<file path="config.mk">
export PLATFORM = sky130hd
export DESIGN_NAME = csf_flags
export DESIGN_NICKNAME = d
export VERILOG_FILES = /design/src/rtl/csf_pkg.sv /design/src/rtl/csf_alu.sv /design/src/rtl/csf_sysflags.sv /design/src/rtl/csf_flags.sv
export SDC_FILE = /design/constraint.sdc
export NUM_CORES = 1
export LEC_CHECK = 0
export BUFFER_PORTS_ARGS = -buffer_cell sky130_fd_sc_hd__buf_4
export CAP_MARGIN = 20
export CELL_PAD_IN_SITES_DETAIL_PLACEMENT = 1
export CELL_PAD_IN_SITES_GLOBAL_PLACEMENT = 1
export CORE_ASPECT_RATIO = 1.5
export CORE_UTILIZATION = 41
export CTS_CLUSTER_SIZE = 30
export DETAILED_ROUTE_END_ITERATION = 12
export GPL_TIMING_DRIVEN = 0
export PLACE_DENSITY = 0.88
export SKIP_LAST_GASP = 1
export SYNTH_ARGS = -nofsm -noshare
export SYNTH_HDL_FRONTEND = slang
export SYNTH_HIERARCHICAL = 1
export SYNTH_SLANG_ARGS = --single-unit
</file>
<file path="constraint.sdc">
create_clock -name clock -period 7.9 [get_ports clock]
set_clock_uncertainty 0.2 [all_clocks]
set_input_delay 1.58 -clock clock [delete_from_list [all_inputs] [get_ports clock]]
set_output_delay 1.58 -clock clock [all_outputs]
set_load 0.005 [all_outputs]
</file>
<file path="src/rtl/csf_pkg.sv">
package csf_pkg;

  // field positions of the processor flags register
  localparam int CSF_WIDTH      = 8;
  localparam int CSF_BIT_CARRY  = 0;
  localparam int CSF_BIT_HALF   = 1;
  localparam int CSF_BIT_ZERO   = 2;
  localparam int CSF_BIT_WRAP   = 3;
  localparam int CSF_BIT_SLEEP  = 4;
  localparam int CSF_BIT_WDOG   = 5;

  // register offset within the special function space (own choice)
  localparam logic [7:0] CSF_FLAGS_OFFSET = 8'h0A;

  // reset values and the read value of the unused bits
  localparam logic CSF_WDOG_RESET  = 1'b0;
  localparam logic CSF_SLEEP_RESET = 1'b0;
  localparam logic CSF_ARITH_RESET = 1'b0;
  localparam logic [1:0] CSF_UNUSED_READ = 2'h0;

  // alu operations
  typedef enum logic [3:0] {
    CSF_OP_NONE  = 4'b0000,
    CSF_OP_ADD   = 4'b0001,
    CSF_OP_ADC   = 4'b0010,
    CSF_OP_SUB   = 4'b0011,
    CSF_OP_SBC   = 4'b0100,
    CSF_OP_AND   = 4'b0101,
    CSF_OP_OR    = 4'b0110,
    CSF_OP_XOR   = 4'b0111,
    CSF_OP_RLC   = 4'b1000,
    CSF_OP_RRC   = 4'b1001,
    CSF_OP_INC   = 4'b1010,
    CSF_OP_DEC   = 4'b1011,
    CSF_OP_PASS  = 4'b1100
  } csf_op_type;

  typedef struct packed {
    logic wrap;
    logic zero;
    logic half;
    logic carry;
  } csf_arith_type;

  typedef struct packed {
    logic wrap_en;
    logic zero_en;
    logic half_en;
    logic carry_en;
  } csf_update_type;

endpackage : csf_pkg

</file>
<file path="src/rtl/csf_alu.sv">
`timescale 1ns/1ps
`default_nettype none
module csf_alu
  import csf_pkg::*;
#(
  parameter int WIDTH = 8
) (
  // operands
  input  wire logic [WIDTH-1:0] op_a,
  input  wire logic [WIDTH-1:0] op_b,
  input  wire csf_op_type       op_sel,
  input  wire logic             carry_in,
  // results
  output logic [WIDTH-1:0]      result,
  output var csf_arith_type     flags,
  output var csf_update_type    update
);

  if (WIDTH < 5) begin : g_width_check
    $error("width must leave a high nibble");
  end

  wire logic             is_sub   = (op_sel == CSF_OP_SUB) ||
                                    (op_sel == CSF_OP_SBC) ||
                                    (op_sel == CSF_OP_DEC);
  wire logic             use_cin  = (op_sel == CSF_OP_ADC) ||
                                    (op_sel == CSF_OP_SBC);
  wire logic [WIDTH-1:0] b_eff    = (op_sel == CSF_OP_INC) ? WIDTH'(1) :
                                    (op_sel == CSF_OP_DEC) ? WIDTH'(1) : op_b;
  // subtraction as a plus not b plus one, so carry means no borrow
  wire logic [WIDTH-1:0] b_arith  = is_sub ? ~b_eff : b_eff;
  wire logic             cin      = use_cin ? carry_in : is_sub;
  wire logic [4:0]       low_sum  = {1'b0, op_a[3:0]} + {1'b0, b_arith[3:0]}
                                    + {4'h0, cin};
  wire logic [WIDTH-1:0] low_part = {1'b0, op_a[WIDTH-2:0]}
                                    + {1'b0, b_arith[WIDTH-2:0]}
                                    + {{(WIDTH-1){1'b0}}, cin};
  wire logic [WIDTH:0]   full_sum = {1'b0, op_a} + {1'b0, b_arith}
                                    + {{WIDTH{1'b0}}, cin};
  wire logic             msb_in   = low_part[WIDTH-1];
  wire logic             is_arith = (op_sel inside {CSF_OP_ADD, CSF_OP_ADC,
                                    CSF_OP_SUB, CSF_OP_SBC, CSF_OP_INC,
                                    CSF_OP_DEC});
  wire logic             is_rot   = (op_sel == CSF_OP_RLC) ||
                                    (op_sel == CSF_OP_RRC);

  always_comb begin
    result = full_sum[WIDTH-1:0];
    unique case (op_sel)
      CSF_OP_AND:  result = op_a & op_b;
      CSF_OP_OR:   result = op_a | op_b;
      CSF_OP_XOR:  result = op_a ^ op_b;
      CSF_OP_RLC:  result = {op_a[WIDTH-2:0], carry_in}; // see RL11
      CSF_OP_RRC:  result = {carry_in, op_a[WIDTH-1:1]}; // see RL11
      CSF_OP_PASS: result = op_a;
      CSF_OP_NONE: result = op_a;
      default:     result = full_sum[WIDTH-1:0];
    endcase
  end

  assign flags.zero  = (result == '0); // see RL8
  assign flags.wrap  = msb_in ^ full_sum[WIDTH]; // see RL7
  assign flags.half  = low_sum[4]; // see RL9
  assign flags.carry = is_rot ? ((op_sel == CSF_OP_RLC) ? op_a[WIDTH-1]
                                                        : op_a[0])
                              : full_sum[WIDTH]; // see RL10, RL11
  // inc and dec touch only zero; logic ops touch only zero
  wire logic full_arith = is_arith && (op_sel != CSF_OP_INC) &&
                          (op_sel != CSF_OP_DEC);
  assign update.zero_en  = (op_sel != CSF_OP_NONE) && !is_rot &&
                           (op_sel != CSF_OP_PASS);
  assign update.wrap_en  = full_arith;
  assign update.half_en  = full_arith;
  assign update.carry_en = full_arith || is_rot;

endmodule : csf_alu
`default_nettype wire

</file>
<file path="src/rtl/csf_sysflags.sv">
`timescale 1ns/1ps
`default_nettype none
module csf_sysflags
  import csf_pkg::*;
(
  // clock and reset
  input  wire logic clock,
  input  wire logic rstn,
  // events
  input  wire logic watchdog_timeout,
  input  wire logic watchdog_kick_instr,
  input  wire logic sleep_instr,
  // flags
  output logic      watchdog_expiry_flag,
  output logic      sleep_entry_flag
);

  logic wdog_reg;
  logic wdog_next;
  logic sleep_reg;
  logic sleep_next;

  // time-out wins over a same-cycle kick so the event is not lost
  assign wdog_next  = watchdog_timeout ? 1'b1 :
                      (watchdog_kick_instr || sleep_instr) ? 1'b0 :
                      wdog_reg; // see RL3, RL4
  assign sleep_next = sleep_instr ? 1'b1 :
                      watchdog_kick_instr ? 1'b0 :
                      sleep_reg; // see RL5, RL6

  always_ff @(posedge clock) begin
    if (!rstn) begin
      wdog_reg  <= CSF_WDOG_RESET; // see RL16
      sleep_reg <= CSF_SLEEP_RESET; // see RL16
    end else begin
      wdog_reg  <= wdog_next;
      sleep_reg <= sleep_next;
    end
  end

  assign watchdog_expiry_flag = wdog_reg;
  assign sleep_entry_flag     = sleep_reg;

endmodule : csf_sysflags
`default_nettype wire

</file>
<file path="src/rtl/csf_flags.sv">
// Behaviour
// RL1: an 8-bit flags register holds four arithmetic and two system flags.
// RL2: register writes reach the arithmetic flags but never the system flags.
// RL3: watchdog expiry (bit 5) moves only at reset, time-out, kick or sleep.
// RL4: watchdog expiry sets on time-out and clears at reset, kick or sleep.
// RL5: sleep entry (bit 4) moves only at reset, sleep or kick.
// RL6: sleep entry sets on sleep and clears at reset or kick.
// RL7: wrap (bit 3) is the carry into the top bit xor the carry out of it.
// RL8: zero (bit 2) is 1 exactly when the result is zero.
// RL9: half carry (bit 1): low nibble carry out, or no borrow in subtraction.
// RL10: carry (bit 0): carry out, or no borrow in subtraction.
// RL11: rotates through carry shift out into carry and shift carry in.
// RL12: bits 7 and 6 are unimplemented and read as zero.
// RL13: the four arithmetic flags follow the latest operation affecting them.
// RL14: the flags are not saved automatically on interrupt entry or call.
// RL15: an instruction that does not affect a flag leaves it unchanged.
// RL16: after power-on reset watchdog expiry and sleep entry are zero.
`timescale 1ns/1ps
`default_nettype none
module csf_flags
  import csf_pkg::*;
#(
  parameter int WIDTH = 8
) (
  // clock and reset
  input  wire logic             clock,
  input  wire logic             rstn,
  // register port
  input  wire logic [7:0]       reg_addr,
  input  wire logic [7:0]       reg_wdata,
  input  wire logic             reg_write,
  input  wire logic             reg_read,
  output logic [7:0]            reg_rdata,
  // alu operation
  input  wire logic [WIDTH-1:0] alu_a,
  input  wire logic [WIDTH-1:0] alu_b,
  input  wire csf_op_type       alu_op,
  input  wire logic             alu_valid,
  output logic [WIDTH-1:0]      alu_result,
  // system events
  input  wire logic             watchdog_timeout,
  input  wire logic             watchdog_kick_instr,
  input  wire logic             sleep_instr,
  // flag outputs
  output logic [7:0]            processor_flags
);

  if (WIDTH != CSF_WIDTH) begin : g_width_check
    $error("flags datapath must be 8 bits wide");
  end

  csf_arith_type         arith_reg;
  csf_arith_type         arith_next;
  logic [7:0]            rdata_reg;
  logic [WIDTH-1:0]      result_reg;
  csf_arith_type         alu_flags;
  csf_update_type        alu_update;
  logic [WIDTH-1:0]      alu_comb;
  logic                  wdog_flag;
  logic                  sleep_flag;

  csf_alu #(.WIDTH(WIDTH)) csf_alu_inst (
    .op_a     (alu_a),
    .op_b     (alu_b),
    .op_sel   (alu_op),
    .carry_in (arith_reg.carry),
    .result   (alu_comb),
    .flags    (alu_flags),
    .update   (alu_update)
  );

  csf_sysflags csf_sysflags_inst (
    .clock                (clock),
    .rstn                 (rstn),
    .watchdog_timeout     (watchdog_timeout),
    .watchdog_kick_instr  (watchdog_kick_instr),
    .sleep_instr          (sleep_instr),
    .watchdog_expiry_flag (wdog_flag),
    .sleep_entry_flag     (sleep_flag)
  );

  wire logic hit     = (reg_addr == CSF_FLAGS_OFFSET);
  wire logic wr_hit  = reg_write && hit;
  wire logic rd_hit  = reg_read && hit;
  wire logic do_alu  = alu_valid && (alu_op != CSF_OP_NONE);

  // alu flag updates take priority over a same-cycle write for the flags the op affects; a core never does both
  always_comb begin
    arith_next = arith_reg; // see RL15
    if (wr_hit) begin
      arith_next.wrap  = reg_wdata[CSF_BIT_WRAP]; // see RL2
      arith_next.zero  = reg_wdata[CSF_BIT_ZERO];
      arith_next.half  = reg_wdata[CSF_BIT_HALF];
      arith_next.carry = reg_wdata[CSF_BIT_CARRY];
    end
    if (do_alu) begin
      if (alu_update.wrap_en) arith_next.wrap = alu_flags.wrap; // see RL13
      if (alu_update.zero_en) arith_next.zero = alu_flags.zero; // see RL13
      if (alu_update.half_en) arith_next.half = alu_flags.half; // see RL13
      if (alu_update.carry_en) arith_next.carry = alu_flags.carry; // see RL13
    end
  end

  // arithmetic flags are undefined at power-up; cleared here for clean sim
  always_ff @(posedge clock) begin
    if (!rstn) begin
      arith_reg  <= '{default: CSF_ARITH_RESET};
      result_reg <= '0;
    end else begin
      arith_reg <= arith_next;
      if (do_alu) result_reg <= alu_comb;
    end
  end

  // packed view; no save path to any stack exists here
  wire logic [7:0] flags_view = {CSF_UNUSED_READ, wdog_flag, sleep_flag,
                                 arith_reg.wrap, arith_reg.zero,
                                 arith_reg.half, arith_reg.carry};
  // see RL1, RL12, RL14

  always_ff @(posedge clock) begin
    if (!rstn) begin
      rdata_reg <= 8'h00;
    end else begin
      rdata_reg <= rd_hit ? flags_view : 8'h00;
    end
  end

  assign reg_rdata       = rdata_reg;
  assign alu_result      = result_reg;
  assign processor_flags = flags_view;

endmodule : csf_flags
`default_nettype wire

</file>
Word-level counts from Yosys, hierarchy flattened
Cells that the tools add are included.
{ "classes": {"n_reduce_logical": 22, "bitwise": 5, "n_mux": 17, "eq_ne": 16, "n_addsub": 6} }
{ "op_table": {"columns": ["operator", "count"], "rows": [
  ["$pmux W8 S6", 1],
  ["$mux W8", 3],
  ["$eq A4 B4 Y1 const B", 5],
  ["$eq A4 B3 Y1 const B", 4],
  ["$ne A4 B4 Y1 const B", 3],
  ["$mux W1", 11],
  ["$add A8 B8 Y9", 1],
  ["$add A9 B1 Y9", 1],
  ["$add A7 B7 Y8", 1],
  ["$add A8 B1 Y8", 1],
  ["$and A8 B8 Y8", 1],
  ["$eq A4 B2 Y1 const B", 2],
  ["$eq A8 B4 Y1 const B", 1],
  ["$logic_not A8 Y1", 1],
  ["$mux W4", 2],
  ["$not A8 Y8", 1],
  ["$or A8 B8 Y8", 1],
  ["$xor A8 B8 Y8", 1],
  ["$logic_and A1 B1 Y1", 7],
  ["$logic_or A1 B1 Y1", 6],
  ["$reduce_bool A6 Y1", 1],
  ["$add A4 B4 Y5", 1],
  ["$add A5 B1 Y5", 1],
  ["$eq A4 B1 Y1 const B", 1],
  ["other kinds (7)", 8]
]} }
{ "word_totals": {"register_bits": 22, "output_inout_bits": 24, "inputBits": 44} }

Logic depth before layout (Yosys ltp)
{ "depth": {"depth_word": 11, "depth_mapped": 18, "depth_no_buf": 16} }

Cells and area by module
The synthesis kept the hierarchy.
{ "modules_own_cells": {"columns": ["module", "cells_each", "n_inst", "seq_area_each_um2", "area_per_inst_um2"], "rows": [
  ["csf_alu", 243, 1, 0.0, 1619.1],
  ["csf_flags", 92, 1, 360.3, 824.5],
  ["csf_sysflags", 6, 1, 40.0, 73.8]
]} }

Least setup slack after synthesis
No wires, ideal clock.
{ "synth_timing": {"path_type": "in2reg", "from": "input port alu_op[0]", "to": "register, netlist name processor_flags[2]", "t_required_ps": 7626, "t_arrival_ps": 5480, "path_stages": 18, "n_path_buf": 4, "path_slack_ps": 2145, "path_cell_list": "buf_2 > buf_1 > clkbuf_1 > or2_2 > clkbuf_1 > o21ai_0 > a221o_1 > fa_1 > fa_1 > nand2b_1 > a21oi_1 > xor2_1 > a221o_1 > or2_2 > nor4_2 > nand2b_1 > o21ai_0 > a31oi_1"} }
{ "synth_lines": {"columns": ["element", "line_no", "text"], "rows": [
  ["start, declared", "csf_flags.sv:37", "input wire csf_op_type alu_op,"]
]} }

==> metrics <==
initial antenna violation count=0; IO buf count=59; Synth Area in XOR/XNOR=under 10%; vias=~2,800; hold path start=alu_result[0]$_SDFFE_PN0P_; Adder-Cell Fraction of Synth Area=13.0%; CP endpoint kind=register; CTS clk-pin slew, worst paths=around 0.070 ns; Worst-Margin Slew=0.657 ns; Post-Synth Simple-Gate Area=24.5%; largest family of logic cells by synthesized area=compound AO/OA/AOI/OAI gates; WHS Path Cells=2; RSZ-0062 raised after global routing=no; share of cells above drive strength 1=21.9%; pin count of the biggest net entering global routing=11; GRT Overall Usage=27.1%; clock power share=around 18%; Lkg Pwr=1.41 nW; fin crit share=between 80 and 90%; final setup violation count=0; Layout fillers=between 700 and 800; power share of the combinational group=between 50% and 60%; vias in the first global route=slightly below 3,000; DR iter-0 viols=99; IO Count=68; max cap viols=0; critical-path cell list=buf_4, buf_2, buf_1, clkbuf_1, or2_2, clkbuf_1, o21ai_0, a221o_1, fa_1, fa_1, nand2b_1, a21oi_1, xor2_1, a221o_1, or2_2, nor4_2, nand2b_1, o21ai_0, a31oi_1; Synth Area in Compound Gates=32.6%; root buffer cell=clkbuf_8; Synth async-reset ratio=0%; Synth Instances=341; Core Box Area=5870 sq um; Synth Register Bits=20; Non-Filler Instances=478; post-CTS setup buffers=0; clock sink count=20; final hold violation count=0; Post-Route WL=8520 microns; synth unique cells=65; Die Wd=66.0 microns; Initial Util=between 40 and 50%; Clock Tree Buf Depth=2; n_diodes=0; CP max stage cell=buf_1; worst hold slack=0.258 ns; total gr overflow=0; first-pass GRT wire length=13,500 microns; sequential share of power=just over 30%; Vert. Die Dim=98.0 microns; worst endpoint required time=7.88 ns; hold buffers post-CTS=0; Pins Over Slew Limit=0; Worst R2R Path Depth=14; critical path arrival=6.54 ns; internal power=227 uW; RePlAce Congestion=0.926; fmax=0.152 GHz; Synth-to-Final Area Change=23.3%; Setup TNS=0 ns; Clk Latency, worst-skew pair=0.25 ns; Worst slew margin=between 50% and 60%; Rows=34; EDFF count, synth=0; cell area after synthesis=2520 sq um; CP max stage delay=0.49 ns; Placed Cells=475; FF-to-FF setup slack=4.06 ns; Seq/Total Area, Yosys=15.9%; switching share of power=between 30 and 40%; via/cell ratio=5.87; fin nets=about 480; status=completed; CP startpoint kind=input pin; die area=6460 sq um; VDD IR-drop max=52.3 uV; htree depth=1; reported net switching power=136 uW; CP max FO=10; total power=~360 uW; Synth Flop Type=dfxtp_1; post-synthesis mux area share=1.99%; min-delay worst type=register to register; Min-Delay Endpoint=alu_result[0]$_SDFFE_PN0P_; r2r startpoint=processor_flags[0]$_SDFF_PN0_; DR pass1 iterations=4; CTS buffer count=3; Pwr Density=117 nW/um^2; CP Class=input pin to register; min cycle time layout=approximately 6.6 ns; wire per inst=17.8 microns; Final ANT Viol Nets=0; Synth Warn #=6; CTS tree=built; R2R Path End=processor_flags[2]$_SDFF_PN0_; Residual DRC=0; post-CTS sizing=0; post-detail-place hpwl=7150 microns; Avg Cell Area, Syn=7.38 sq um
-- registers in the layout, summed over array words and instances, names as in the netlist --
name	flops
reg_rdata	6
csf_sysflags_inst/watchdog_expiry_flag	1
processor_flags	4
alu_result	8
csf_sysflags_inst/sleep_entry_flag	1
-- how the worst max path moves through the flow --
stage / slack [ns] / cells after the start / from / to
after floorplan: 2.15 / 18 / alu_op[0] / processor_flags[2]$_SDFF_PN0_
after global placement: 1.16 / 19 / alu_op[0] / processor_flags[2]$_SDFF_PN0_
after detailed placement: 1.07 / 19 / alu_op[0] / processor_flags[2]$_SDFF_PN0_
after CTS: 1.32 / 19 / alu_op[0] / processor_flags[2]$_SDFF_PN0_
after global routing: 0.99 / 19 / alu_op[0] / processor_flags[2]$_SDFF_PN0_
final: 1.34 / 19 / alu_op[0] / processor_flags[2]$_SDFF_PN0_
-- cell usage after synthesis (3+ instances only) --
| cell | number | area, sq um |
|---|---|---|
| xnor2_1 | 5 | 43.8 |
| o21bai_1 | 7 | 52.6 |
| clkbuf_1 | 11 | 41.3 |
| a31oi_1 | 7 | 43.8 |
| a21oi_1 | 20 | 100 |
| a221o_1 | 12 | 120 |
| ha_1 | 23 | 288 |
| dfxtp_1 | 20 | 400 |
| xor2_1 | 3 | 26.3 |
| buf_2 | 5 | 25.0 |
| nand2b_1 | 10 | 62.6 |
| nand3_1 | 3 | 15.0 |
| o21ai_0 | 24 | 120 |
| and3_1 | 3 | 18.8 |
| nor2_1 | 30 | 113 |
| and2_1 | 7 | 43.8 |
| mux2i_1 | 5 | 50.1 |
| o31ai_1 | 4 | 30.0 |
| o21a_1 | 5 | 37.5 |
| nand2_1 | 40 | 150 |
| nand4_1 | 4 | 25.0 |
| a21boi_1 | 8 | 60.1 |
| a22oi_1 | 4 | 30.0 |
| buf_4 | 8 | 60.1 |
| o22ai_1 | 4 | 25.0 |
| inv_1 | 18 | 67.6 |
-- worst max-delay path: cells and delay by family --
kind                       cells  cell delay, ns
AOI/OAI and AO/OA              6            1.34
buffers and inverters          5            1.56
and+or+nand+nor                5            1.08
adders and majority gates      2            0.89
xor gates and xnor gates       1            0.11
-- power by group through the flow --
stage	Combinational, mW	Sequential (mW)	Clock [mW]
2_1_floorplan	0.117	0.114	0
3_3_place_gp	0.179	0.114	0
3_5_place_dp	0.185	0.114	0
4_1_cts	0.186	0.112	0.0657
5_1_grt	0.204	0.113	0.0710
6_report	0.187	0.112	0.0640
-- cell usage in the layout, fill, tap and decap left out, types with 3 or more instances in the layout --
master,count
buf_4,67
nand2_1,40
nor2_1,30
o21ai_0,24
ha_1,23
dfxtp_1,20
a21oi_1,20
inv_1,18
a221o_1,12
clkbuf_1,11
nand2b_1,10
a21boi_1,8
a31oi_1,7
and2_1,7
o21bai_1,7
buf_2,5
xnor2_1,5
o21a_1,5
mux2i_1,5
o31ai_1,4
nand4_1,4
conb_1,4
a22oi_1,4
o22ai_1,4
clkbuf_8,3
and3_1,3
nand3_1,3
xor2_1,3
-- cells by family after synthesis --
group	count (synthesis)
mux	5
flops	20
simple gates	117
fa+ha+maj	25
buf+inv	47
other cells	1
xor+xnor	8
compound gates	118
-- metrics by stage --
stage	utilization (%)	setup slack, ns	area (sq um)
6_report	52.9	1.34	3100
5_1_grt	52.9	0.986	3100
4_1_cts	52.9	1.32	3100
3_5_place_dp	52.2	1.07	3060
3_3_place_gp	52.2	1.16	3060
2_1_floorplan	-	2.15	2530
-- final cells by class --
cell class	count	area [sq um]	share of cell area (%)
inverter	19	71.3	2.30
buffer	28	156	5.04
tap	72	90.1	2.90
clock buffer	3	41.3	1.33
timing repair buffer	59	443	14.3
sequential	20	400	12.9
multi-input combinational	277	1900	61.2
-- layer usage --
metal	global-route usage, %	up-vias	part of all wire (%)
met5	0	-	0
met4	15.7	0	4.7
met3	1.17	28	2.6
met2	52.5	82	56
met1	27.0	1341	37
li1	-	1356	-
Note: power is estimated with default switching activity, not from simulation.
